--- src/hdl/dadg_pkg.sv ---
// Constants and types shared by the dual data address generator
package dadg_pkg;

	localparam int PTR_W    = 16;
	localparam int PAGE_W   = 8;
	localparam int ADDR_W   = 24;
	localparam int IMM_W    = 8;
	localparam int NUM_PTR  = 4;
	localparam int IDX_W    = 2;
	localparam int NUM_UNIT = 2;
	localparam int NUM_BANK = 2;

	// Unit 0 drives the data memory side, unit 1 the program memory side
	localparam int UNIT_DM = 0;
	localparam int UNIT_PM = 1;

	localparam logic [PTR_W-1:0]  PTR_RST  = 16'h0000;
	localparam logic [PAGE_W-1:0] PAGE_RST = 8'h00;

	typedef enum logic [2:0] {
		MODE_POST_REG,
		MODE_PRE_REG,
		MODE_PRE_KEEP_REG,
		MODE_POST_IMM,
		MODE_PRE_IMM
	} acc_mode_t;

	typedef enum logic [2:0] {
		WR_PTR,
		WR_MOD,
		WR_LEN,
		WR_BASE,
		WR_PAGE
	} wr_kind_t;

endpackage : dadg_pkg

--- src/hdl/data_address_unit.sv ---
// Pointer modify and modulo wrap arithmetic for one address generator
`timescale 1ns/1ps
`default_nettype none

module data_address_unit
	import dadg_pkg::*;
#(
	parameter int W = PTR_W
) (
	// Selected register values
	input  wire logic [W-1:0] ptr_i,
	input  wire logic [W-1:0] mod_i,
	input  wire logic [W-1:0] len_i,
	input  wire logic [W-1:0] base_i,
	// Modify before forming the address
	input  wire logic         pre_i,
	// Results
	output logic      [W-1:0] addr_o,
	output logic      [W-1:0] ptr_nxt_o
);

	logic        [W-1:0] idx;
	logic signed [W+1:0] idx_x;
	logic signed [W+1:0] mod_x;
	logic signed [W+1:0] len_x;
	logic signed [W+1:0] sum_x;
	logic signed [W+1:0] wrap_x;
	logic                circ;
	logic                under;
	logic                over;
	logic        [W-1:0] lin;

	// Work relative to base so that wrap never depends on the page
	assign idx    = ptr_i - base_i;
	assign idx_x  = $signed({2'b00, idx});
	assign mod_x  = $signed({{2{mod_i[W-1]}}, mod_i});
	assign len_x  = $signed({2'b00, len_i});
	assign sum_x  = idx_x + mod_x;
	assign circ   = |len_i;
	assign under  = sum_x[W+1];
	assign over   = !under && (sum_x >= len_x);
	// Single correction only: a step larger than the length is not folded
	assign wrap_x = under ? sum_x + len_x : (over ? sum_x - len_x : sum_x);
	assign lin    = ptr_i + mod_i;
	// Pointer is 16 bits, so any wrap stays inside the current page
	assign ptr_nxt_o = circ ? base_i + wrap_x[W-1:0] : lin;
	assign addr_o    = pre_i ? ptr_nxt_o : ptr_i;

endmodule : data_address_unit

`default_nettype wire

--- src/hdl/dual_data_address_generator.sv ---
// Two data address generators with banked pointer registers and one unbanked page register per generator
`timescale 1ns/1ps
`default_nettype none

module dual_data_address_generator
	import dadg_pkg::*;
#(
	parameter int PW = PTR_W,
	parameter int GW = PAGE_W,
	parameter int IW = IMM_W
) (
	// Clock, reset, enable
	input  wire logic          mclk_i,
	input  wire logic          resetn_i,
	input  wire logic          ce_i,
	// Register write port from decode
	input  wire logic          wr_en_i,
	input  wire logic          wr_unit_i,
	input  wire wr_kind_t      wr_kind_i,
	input  wire logic [IDX_W-1:0] wr_idx_i,
	input  wire logic [PW-1:0] wr_data_i,
	// Register set select
	input  wire logic          bank_sel_i,
	output logic               bank_o,
	// Data memory side request
	input  wire logic          dm_en_i,
	input  wire acc_mode_t     dm_mode_i,
	input  wire logic [IDX_W-1:0] dm_pidx_i,
	input  wire logic [IDX_W-1:0] dm_midx_i,
	input  wire logic [IW-1:0] dm_imm_i,
	// Program memory side request
	input  wire logic          pm_en_i,
	input  wire acc_mode_t     pm_mode_i,
	input  wire logic [IDX_W-1:0] pm_pidx_i,
	input  wire logic [IDX_W-1:0] pm_midx_i,
	input  wire logic [IW-1:0] pm_imm_i,
	// Address outputs
	output logic [GW+PW-1:0]   dm_addr_o,
	output logic               dm_vld_o,
	output logic [GW+PW-1:0]   pm_addr_o,
	output logic               pm_vld_o
);

	////////////////////////////////////////////////////////////////////////////////
	// Register storage

	logic [PW-1:0] ptr_r  [NUM_UNIT][NUM_BANK][NUM_PTR];
	logic [PW-1:0] mod_r  [NUM_UNIT][NUM_BANK][NUM_PTR];
	logic [PW-1:0] len_r  [NUM_UNIT][NUM_BANK][NUM_PTR];
	logic [PW-1:0] base_r [NUM_UNIT][NUM_BANK][NUM_PTR];
	logic [GW-1:0] page_r [NUM_UNIT];
	logic          bank_r;
	logic [GW+PW-1:0] addr_r [NUM_UNIT];
	logic [NUM_UNIT-1:0] vld_r;

	////////////////////////////////////////////////////////////////////////////////
	// Request decode per generator

	logic             acc_en  [NUM_UNIT];
	acc_mode_t        acc_mode[NUM_UNIT];
	logic [IDX_W-1:0] acc_pidx[NUM_UNIT];
	logic [IDX_W-1:0] acc_midx[NUM_UNIT];
	logic [IW-1:0]    acc_imm [NUM_UNIT];
	logic [PW-1:0]    sel_ptr [NUM_UNIT];
	logic [PW-1:0]    sel_mod [NUM_UNIT];
	logic [PW-1:0]    sel_len [NUM_UNIT];
	logic [PW-1:0]    sel_base[NUM_UNIT];
	logic [PW-1:0]    step    [NUM_UNIT];
	logic             use_imm [NUM_UNIT];
	logic             is_pre  [NUM_UNIT];
	logic             do_upd  [NUM_UNIT];
	logic [PW-1:0]    calc_adr[NUM_UNIT];
	logic [PW-1:0]    calc_nxt[NUM_UNIT];

	assign acc_en[UNIT_DM]   = dm_en_i;
	assign acc_mode[UNIT_DM] = dm_mode_i;
	assign acc_pidx[UNIT_DM] = dm_pidx_i;
	assign acc_midx[UNIT_DM] = dm_midx_i;
	assign acc_imm[UNIT_DM]  = dm_imm_i;
	assign acc_en[UNIT_PM]   = pm_en_i;
	assign acc_mode[UNIT_PM] = pm_mode_i;
	assign acc_pidx[UNIT_PM] = pm_pidx_i;
	assign acc_midx[UNIT_PM] = pm_midx_i;
	assign acc_imm[UNIT_PM]  = pm_imm_i;

	for (genvar u = 0; u < NUM_UNIT; u++) begin : g_unit
		assign sel_ptr[u]  = ptr_r[u][bank_r][acc_pidx[u]];
		assign sel_mod[u]  = mod_r[u][bank_r][acc_midx[u]];
		assign sel_len[u]  = len_r[u][bank_r][acc_pidx[u]];
		assign sel_base[u] = base_r[u][bank_r][acc_pidx[u]];
		assign use_imm[u]  = (acc_mode[u] == MODE_POST_IMM) || (acc_mode[u] == MODE_PRE_IMM);
		assign is_pre[u]   = (acc_mode[u] == MODE_PRE_REG) || (acc_mode[u] == MODE_PRE_KEEP_REG)
			|| (acc_mode[u] == MODE_PRE_IMM);
		// Immediate offset is sign extended two's complement
		assign step[u]     = use_imm[u] ? {{(PW-IW){acc_imm[u][IW-1]}}, acc_imm[u]}
			: sel_mod[u];
		assign do_upd[u]   = acc_en[u] && (acc_mode[u] != MODE_PRE_KEEP_REG);

		data_address_unit #(
			.W         (PW)
		) u_calc (
			.ptr_i     (sel_ptr[u]),
			.mod_i     (step[u]),
			.len_i     (sel_len[u]),
			.base_i    (sel_base[u]),
			.pre_i     (is_pre[u]),
			.addr_o    (calc_adr[u]),
			.ptr_nxt_o (calc_nxt[u])
		);
	end

	////////////////////////////////////////////////////////////////////////////////
	// State update

	// A decode write to the same pointer in the same cycle beats the update
	always_ff @(posedge mclk_i or negedge resetn_i) begin
		if (!resetn_i) begin
			bank_r <= 1'b0;
			vld_r  <= '0;
			for (int u = 0; u < NUM_UNIT; u++) begin
				page_r[u] <= PAGE_RST;
				addr_r[u] <= '0;
				for (int b = 0; b < NUM_BANK; b++) begin
					for (int i = 0; i < NUM_PTR; i++) begin
						ptr_r[u][b][i]  <= PTR_RST;
						mod_r[u][b][i]  <= PTR_RST;
						len_r[u][b][i]  <= PTR_RST;
						base_r[u][b][i] <= PTR_RST;
					end
				end
			end
		end else if (ce_i) begin
			bank_r <= bank_sel_i;
			for (int u = 0; u < NUM_UNIT; u++) begin
				vld_r[u]  <= acc_en[u];
				addr_r[u] <= {page_r[u], calc_adr[u]};
				if (do_upd[u]) begin
					ptr_r[u][bank_r][acc_pidx[u]] <= calc_nxt[u];
				end
			end
			if (wr_en_i) begin
				case (wr_kind_i)
					WR_PTR:  ptr_r[wr_unit_i][bank_r][wr_idx_i]  <= wr_data_i;
					WR_MOD:  mod_r[wr_unit_i][bank_r][wr_idx_i]  <= wr_data_i;
					WR_LEN:  len_r[wr_unit_i][bank_r][wr_idx_i]  <= wr_data_i;
					WR_BASE: base_r[wr_unit_i][bank_r][wr_idx_i] <= wr_data_i;
					WR_PAGE: page_r[wr_unit_i] <= wr_data_i[GW-1:0];
					default: ;
				endcase
			end
		end
	end

	assign bank_o    = bank_r;
	assign dm_addr_o = addr_r[UNIT_DM];
	assign dm_vld_o  = vld_r[UNIT_DM];
	assign pm_addr_o = addr_r[UNIT_PM];
	assign pm_vld_o  = vld_r[UNIT_PM];

	////////////////////////////////////////////////////////////////////////////////
	// Checks

	AST_PTR_WRITE: assert property (@(posedge mclk_i) disable iff (!resetn_i)
		ce_i && wr_en_i && wr_kind_i == WR_PTR && !dm_en_i && !pm_en_i
		|=> ptr_r[$past(wr_unit_i)][$past(bank_r)][$past(wr_idx_i)] == $past(wr_data_i))
		else $error("pointer write not stored");

	AST_POST_REG: assert property (@(posedge mclk_i) disable iff (!resetn_i)
		ce_i && dm_en_i && dm_mode_i == MODE_POST_REG && sel_len[0] == 16'h0000
		&& !wr_en_i && bank_sel_i == bank_r
		|=> dm_vld_o && dm_addr_o[PW-1:0] == $past(sel_ptr[0])
		&& ptr_r[0][bank_r][$past(dm_pidx_i)] == $past(sel_ptr[0]) + $past(sel_mod[0]))
		else $error("post modify by register wrong");

	AST_PRE_KEEP: assert property (@(posedge mclk_i) disable iff (!resetn_i)
		ce_i && pm_en_i && pm_mode_i == MODE_PRE_KEEP_REG && !wr_en_i
		&& bank_sel_i == bank_r
		|=> ptr_r[1][bank_r][$past(pm_pidx_i)] == $past(sel_ptr[1])
		&& pm_addr_o[PW-1:0] == $past(calc_nxt[1]))
		else $error("premodify without update changed pointer");

	AST_IMM_SIGN: assert property (@(posedge mclk_i) disable iff (!resetn_i)
		ce_i && dm_en_i && dm_mode_i == MODE_PRE_IMM && sel_len[0] == 16'h0000
		|=> dm_addr_o[PW-1:0]
		== $past(sel_ptr[0]) + {{8{$past(dm_imm_i[IW-1])}}, $past(dm_imm_i)})
		else $error("immediate offset not sign extended");

	AST_CIRC_RANGE: assert property (@(posedge mclk_i) disable iff (!resetn_i)
		ce_i && dm_en_i && dm_mode_i == MODE_POST_REG && sel_len[0] != 16'h0000
		&& (sel_ptr[0] - sel_base[0]) < sel_len[0]
		&& ($signed(sel_mod[0]) < $signed({1'b0, sel_len[0]}))
		&& (-$signed(sel_mod[0]) < $signed({1'b0, sel_len[0]}))
		&& !wr_en_i && bank_sel_i == bank_r
		|=> (ptr_r[0][bank_r][$past(dm_pidx_i)] - $past(sel_base[0])) < $past(sel_len[0]))
		else $error("circular pointer left its buffer");

	AST_PAGE_HOLD: assert property (@(posedge mclk_i) disable iff (!resetn_i)
		ce_i && pm_en_i && sel_len[1] != 16'h0000 && !wr_en_i
		|=> pm_addr_o[GW+PW-1:PW] == page_r[1])
		else $error("circular access crossed a page");

	AST_BANK_SWAP: assert property (@(posedge mclk_i) disable iff (!resetn_i)
		ce_i && bank_sel_i != bank_r ##1 ce_i && dm_en_i
		|-> sel_ptr[0] == ptr_r[0][bank_o][dm_pidx_i] && bank_o == $past(bank_sel_i))
		else $error("register set switch slower than one cycle");

	AST_DUAL_ISSUE: assert property (@(posedge mclk_i) disable iff (!resetn_i)
		ce_i && dm_en_i && pm_en_i |=> dm_vld_o && pm_vld_o)
		else $error("generators did not issue together");

	AST_PAGE_BITS: assert property (@(posedge mclk_i) disable iff (!resetn_i)
		ce_i && dm_en_i |=> dm_addr_o[GW+PW-1:PW] == $past(page_r[0]))
		else $error("upper address bits not from page");

endmodule : dual_data_address_generator

`default_nettype wire

--- config.mk ---
export PLATFORM = sky130hd
export DESIGN_NAME = dual_data_address_generator
export DESIGN_NICKNAME = d
export VERILOG_FILES = /design/src/hdl/dadg_pkg.sv /design/src/hdl/data_address_unit.sv /design/src/hdl/dual_data_address_generator.sv
export SDC_FILE = /design/constraint.sdc
export NUM_CORES = 2
export LEC_CHECK = 0
export ABC_AREA = 1
export BUFFER_PORTS_ARGS = -buffer_cell sky130_fd_sc_hd__buf_2
export CORE_MARGIN = 2
export CORE_UTILIZATION = 55
export DETAILED_ROUTE_END_ITERATION = 8
export PLACE_DENSITY = 0.69
export SYNTH_ARGS = -nofsm -noshare
export SYNTH_HDL_FRONTEND = slang
export SYNTH_HIERARCHICAL = 1
export SYNTH_SLANG_ARGS = --single-unit
--- constraint.sdc ---
create_clock -name mclk_i -period 13.3 [get_ports mclk_i]
set_input_delay 1.995 -clock mclk_i [delete_from_list [all_inputs] [get_ports mclk_i]]
set_output_delay 1.995 -clock mclk_i [all_outputs]
set_load 0.03 [all_outputs]
# [Yosys cells after proc, flatten, opt, wreduce, memory -nomap -nowiden]
# Index checks and enable logic that the tools add are counted.
[totals] latch_bits=0 register_bits=1091 n_memories=0 mem_bits_ro=0 ramBits=0 out_inout_bits=51
[classes] n_eq_ne=14 n_shift=0 addsub=12 magnitude_cmp=14 muxes=87 n_bitwise=7 n_reduce_logical=24 n_div=0 multipliers=0
[op_table] op="$mux 64" n=27
[op_table] op="$bwmux 256" n=4
[op_table] op="$mux 128" n=5
[op_table] op="$mux 256" n=2
[op_table] op="$mux 16" n=29
[op_table] op="$bmux 16 s2" n=8
[op_table] op="$bwmux 128" n=2
[op_table] op="$demux 64 s1" n=3
[op_table] op="$demux 128 s1" n=1
[op_table] op="$add 16x16->16" n=6
[op_table] op="$demux 16 s2" n=3
[op_table] op="$sub 16x16->16" n=4
[op_table] op="$add 17x16->18" n=2
[op_table] op="$ge 18x17->1" n=2
[op_table] op="$reduce_or 16->1" n=2
[op_table] op="$eq 3x2->1 const B" n=6
[op_table] op="$bwmux 16" n=1
[op_table] op="$ge 3x3->1 const B" n=5
[op_table] op="$not 2->3" n=5
[op_table] op="$reduce_and 3->1" n=4
[op_table] op="$eq 3x1->1 const B" n=3
[op_table] op="$eq 3x3->1 const B" n=3
[op_table] op="$logic_and 1x1->1" n=9
[op_table] op="$lt 3x1->1 const B" n=3
[op_table] op="9 further kinds" n=19

# [Longest topological paths before layout]
[logic_depth] depth_word=21 depth_mapped=68 depth_no_buf=62

# [Modules after synthesis]
# Netlist, hierarchy kept.
[modules_own_cells] mod="dual_data_address_generator" cells_each=7782 seq_area_each_um2=27301.2 area_per_inst_um2=56040.0 n_inst=1
[modules_own_cells] mod="data_address_unit (g_unit[1].u_calc)" cells_each=927 seq_area_each_um2=0.0 area_per_inst_um2=5429.0 n_inst=1
[modules_own_cells] mod="data_address_unit (g_unit[0].u_calc)" cells_each=913 seq_area_each_um2=0.0 area_per_inst_um2=5413.9 n_inst=1

# [Least setup slack after synthesis]
# OpenSTA, ideal clock, no wires.
[synth_path] path_type="input -> register" from="in pm_pidx_i[0]" to="reg ptr_r[45] in the netlist's numbering" path_buffers=6 arrival_ns=9.391 slack_ns=3.843 cell_stages=63 required_time_ns=13.234 path_cell_list="buf_2 > clkinv_1 > nand2_1 > nor2_1 > buf_2 > buf_1 > nand2_1 > nand2_1 > nor2_1 > nand4_1 > inv_1 > ha_1 > inv_1 > fa_1 > nand3_1 > nand2_1 > nand2_1 > o211ai_1 > [27 not listed] > o21ai_0 > ha_1 > a21oi_1 > nand2_1 > a21oi_1 > o21ai_2 > a21boi_1 > o21ai_1 > nand3_1 > a21oi_1 > o21ai_2 > clkbuf_1 > nand4_1 > nand2_1 > nand2_1 > nand3_1 > nand2_1 > nand2_1"
[synth_lines] element="from (decl)" line_no="dual_data_address_generator.sv:34" rtl="input wire logic [IDX_W-1:0] pm_pidx_i,"
[synth_lines] element="to (signal, indexed assignment)" line_no="dual_data_address_generator.sv:138" rtl="ptr_r[u][bank_r][acc_pidx[u]] <= calc_nxt[u];"
[synth_lines] element="to (signal, indexed assignment)" line_no="dual_data_address_generator.sv:143" rtl="WR_PTR: ptr_r[wr_unit_i][bank_r][wr_idx_i] <= wr_data_i;"
[synth_lines] element="to (decl)" line_no="dual_data_address_generator.sv:47" rtl="logic [PW-1:0] ptr_r [NUM_UNIT][NUM_BANK][NUM_PTR];"

==> flow_summary.json <==
{
  "status": "finished clean",
  "start_util": 0.556,
  "cp.required_ns": 13.94,
  "min_from": "dm_addr_o[17]",
  "gp_congestion": 0.976,
  "async_flop_share": 1.00,
  "yosysTopAreaCell": "dfrtp_1",
  "cts_buffers": 117,
  "dp_hpwl_microns": 156000,
  "drv_cap": 0,
  "syn_area_per_cell_sq_um": 6.95,
  "die_y_microns": 353,
  "ir_worst_vdd_mv": 0.261,
  "drt-total-wl_microns": 244000,
  "yosysWarningCount": 6,
  "drive_gt1_frac": 0.0638,
  "placed_cells": 10800,
  "clkTransAtPathRegs_ns": 0.06,
  "track_usage": 0.383,
  "synth.top_cell.area_share": 0.408,
  "clock_skew_ns": 0.0485,
  "hold_path.class": "reg2reg",
  "timing.rr.end": "ptr_r[219]",
  "min_path_cells": 2,
  "powerDensity_nw_per_um2": 267,
  "post_cts_buffers": 0,
  "ys_top_cells_by_area": "dfrtp_1, nand2_1, o21ai_0",
  "synth_most_common_cell": "nand2_1",
  "max_stage_delay_ns": 0.72,
  "gr-max-usage-layer": "met2",
  "routed_via_density": 6.00,
  "root_buffer": "clkbuf_16",
  "use_met1": 0.537,
  "ys_types": 65,
  "htreeDepth": 3,
  "via_count": 66100,
  "syn-cell-area_sq_um": 66900,
  "worstRegToRegCells": 52,
  "ios": 110,
  "slew_headroom": 0.140,
  "antenna_left": 0,
  "synth-edff-count": 0,
  "drc_errors": 0,
  "layoutNonFillerInstCount": 11000,
  "insertion_delay_ns": 0.77,
  "ctsResizeCount": 0,
  "rows": 127,
  "syn_to_final_growth_pct": 7.28,
  "cts_tree": "done",
  "finalSetupTns_ns": 0,
  "fin_crit_sh": 0.886,
  "synth_cells": 9622,
  "grt-ovfl-total": 0,
  "r2r_start": "bank_o",
  "die_x_microns": 353,
  "grt_use_met3": 0.0877,
  "cp_common_cell": "nand2_1",
  "finalNetCount": 9576,
  "period_minus_slack_ns": 11.79,
  "portBuffers": 109,
  "die_area_sq_um": 124000,
  "drv_slew": 0,
  "startpoint_type": "input port",
  "first_iter_violations": 9371,
  "grt_util_met2": 0.557,
  "yosys-top-cells-count": "nand2_1, dfrtp_1, o21ai_0",
  "rsz0062_at_grt": "false",
  "clkSinkCount": 1091,
  "antenna_found_initial": 6,
  "wire_per_inst_microns": 22.2,
  "p_leak_nw": 37.0,
  "seq_area_frac_synth": 0.408,
  "synth_flop_cell": "dfrtp_1",
  "dp_slack_ns": 1.33,
  "holdPathEnd": "dm_addr_o[17]",
  "coreArea_sq_um": 120000,
  "drt_first_pass_iters": 8,
  "setup_viol": 0,
  "final-hold-violation-count": 0,
  "p_total_w": 0.0192,
  "synth_seq_cells": 1091,
  "first_global_vias": 61100,
  "cp_max_fo": 30,
  "end_kind": "flip-flop",
  "grt_max_degree": 191,
  "syn_nets": 9889,
  "slowest_stage": "a22oi_1",
  "worstPathArrival_ns": 12.43,
  "layout_setup_ws_ns": 1.51,
  "tightest_slew_ns": 1.29,
  "max_freq_mhz": 84.9,
  "path_class": "in2reg",
  "clockBufferDepth": 3,
  "reg2reg_slack_ns": 2.62,
  "grt_pass1_wl_microns": 371000,
  "postCtsHoldBufs": 0
}
-- kinds of logic (layout without fill, tap and decap cells) --
group / after synthesis / count (layout) / synth area share
simple gates: 5063 / 5063 / 0.314
compound gates: 1698 / 1698 / 0.137
buf+inv: 1443 / 1219 / 0.0851
flops: 1091 / 1091 / 0.408
fa+ha+maj: 208 / 208 / 0.0403
xor+xnor: 119 / 119 / 0.0156
other cells: 0 / 4 / 0
-- stage by stage --
| stage | hold WS [ns] | utilization | cell area, sq um |
|---|---|---|---|
| 3_5_place_dp | 0.453 | 0.565 | 68000 |
| 2_1_floorplan | 0.448 | - | 66900 |
| 5_1_grt | 0.478 | 0.596 | 71700 |
| 3_3_place_gp | 0.448 | 0.565 | 68000 |
| 6_report | 0.464 | 0.597 | 71800 |
| 4_1_cts | 0.468 | 0.596 | 71700 |
-- layout make-up --
type	instances	area (sq um)
Tap cell	1612	2020
Fill cell	11400	48500
Inverter	763	2890
Antenna cell	4	10.0
Clock buffer	187	3500
Timing Repair Buffer	248	1700
Sequential cell	1091	27300
Multi-Input combinational cell	7088	34100
Clock inverter	21	270
-- worst max path at each step --
stage / end / cells after the start / slack [ns] / start
after global routing: ptr_r[219] / 53 / 0.83 / dm_pidx_i[0]
after CTS: ptr_r[222] / 56 / 2.09 / dm_pidx_i[0]
after global placement: ptr_r[222] / 53 / 1.49 / dm_pidx_i[0]
after detailed placement: ptr_r[238] / 56 / 1.33 / dm_pidx_i[0]
after floorplan: ptr_r[45] / 63 / 3.84 / pm_pidx_i[0]
final: ptr_r[219] / 53 / 1.51 / dm_pidx_i[0]
-- critical path, delay by kind of cell --
| kind | cells | cell delay (ns) |
|---|---|---|
| AO/OA/AOI/OAI | 15 | 2.99 |
| AND/OR/NAND/NOR | 24 | 2.98 |
| buffers and inverters | 8 | 2.45 |
| adder cells (fa/ha/maj) | 4 | 1.45 |
| XOR/XNOR | 2 | 0.51 |
-- flip-flops by register name, indices dropped and copies added, names as in the netlist --
name / cells
bank_o: 1
base_r: 256
dm_addr_o: 24
len_r: 256
mod_r: 256
page_r: 16
pm_addr_o: 24
ptr_r: 256
vld_r: 2
-- layout by cell type, fill, tap and decap left out, drive strengths merged, types with 10 or more instances in the layout --
master	count
a22oi	73
clkbuf	187
nor2	557
buf	248
o21bai	24
nand2	3505
o22ai	75
clkinv	26
or2	18
fa	12
xor2	90
nor4	10
ha	196
inv	755
dfrtp	1091
o21ai	1074
nand3	630
a31oi	22
xnor2	29
nand4	307
nor3	27
o211ai	15
a21oi	374
-- report_power, final --
part	leakage (nW)	internal [W]	switching, W
combinational	21.2	0.00360	0.00803
sequential	13.9	0.00384	0.000433
clock	1.85	0.00185	0.00142
-- per-layer routing --
metal,share of wire,wire length [microns]
met1,0.41,101000
met4,0.054,13200
met2,0.42,102000
met5,0,0
met3,0.11,27700
(Power assumes the default switching activity.)
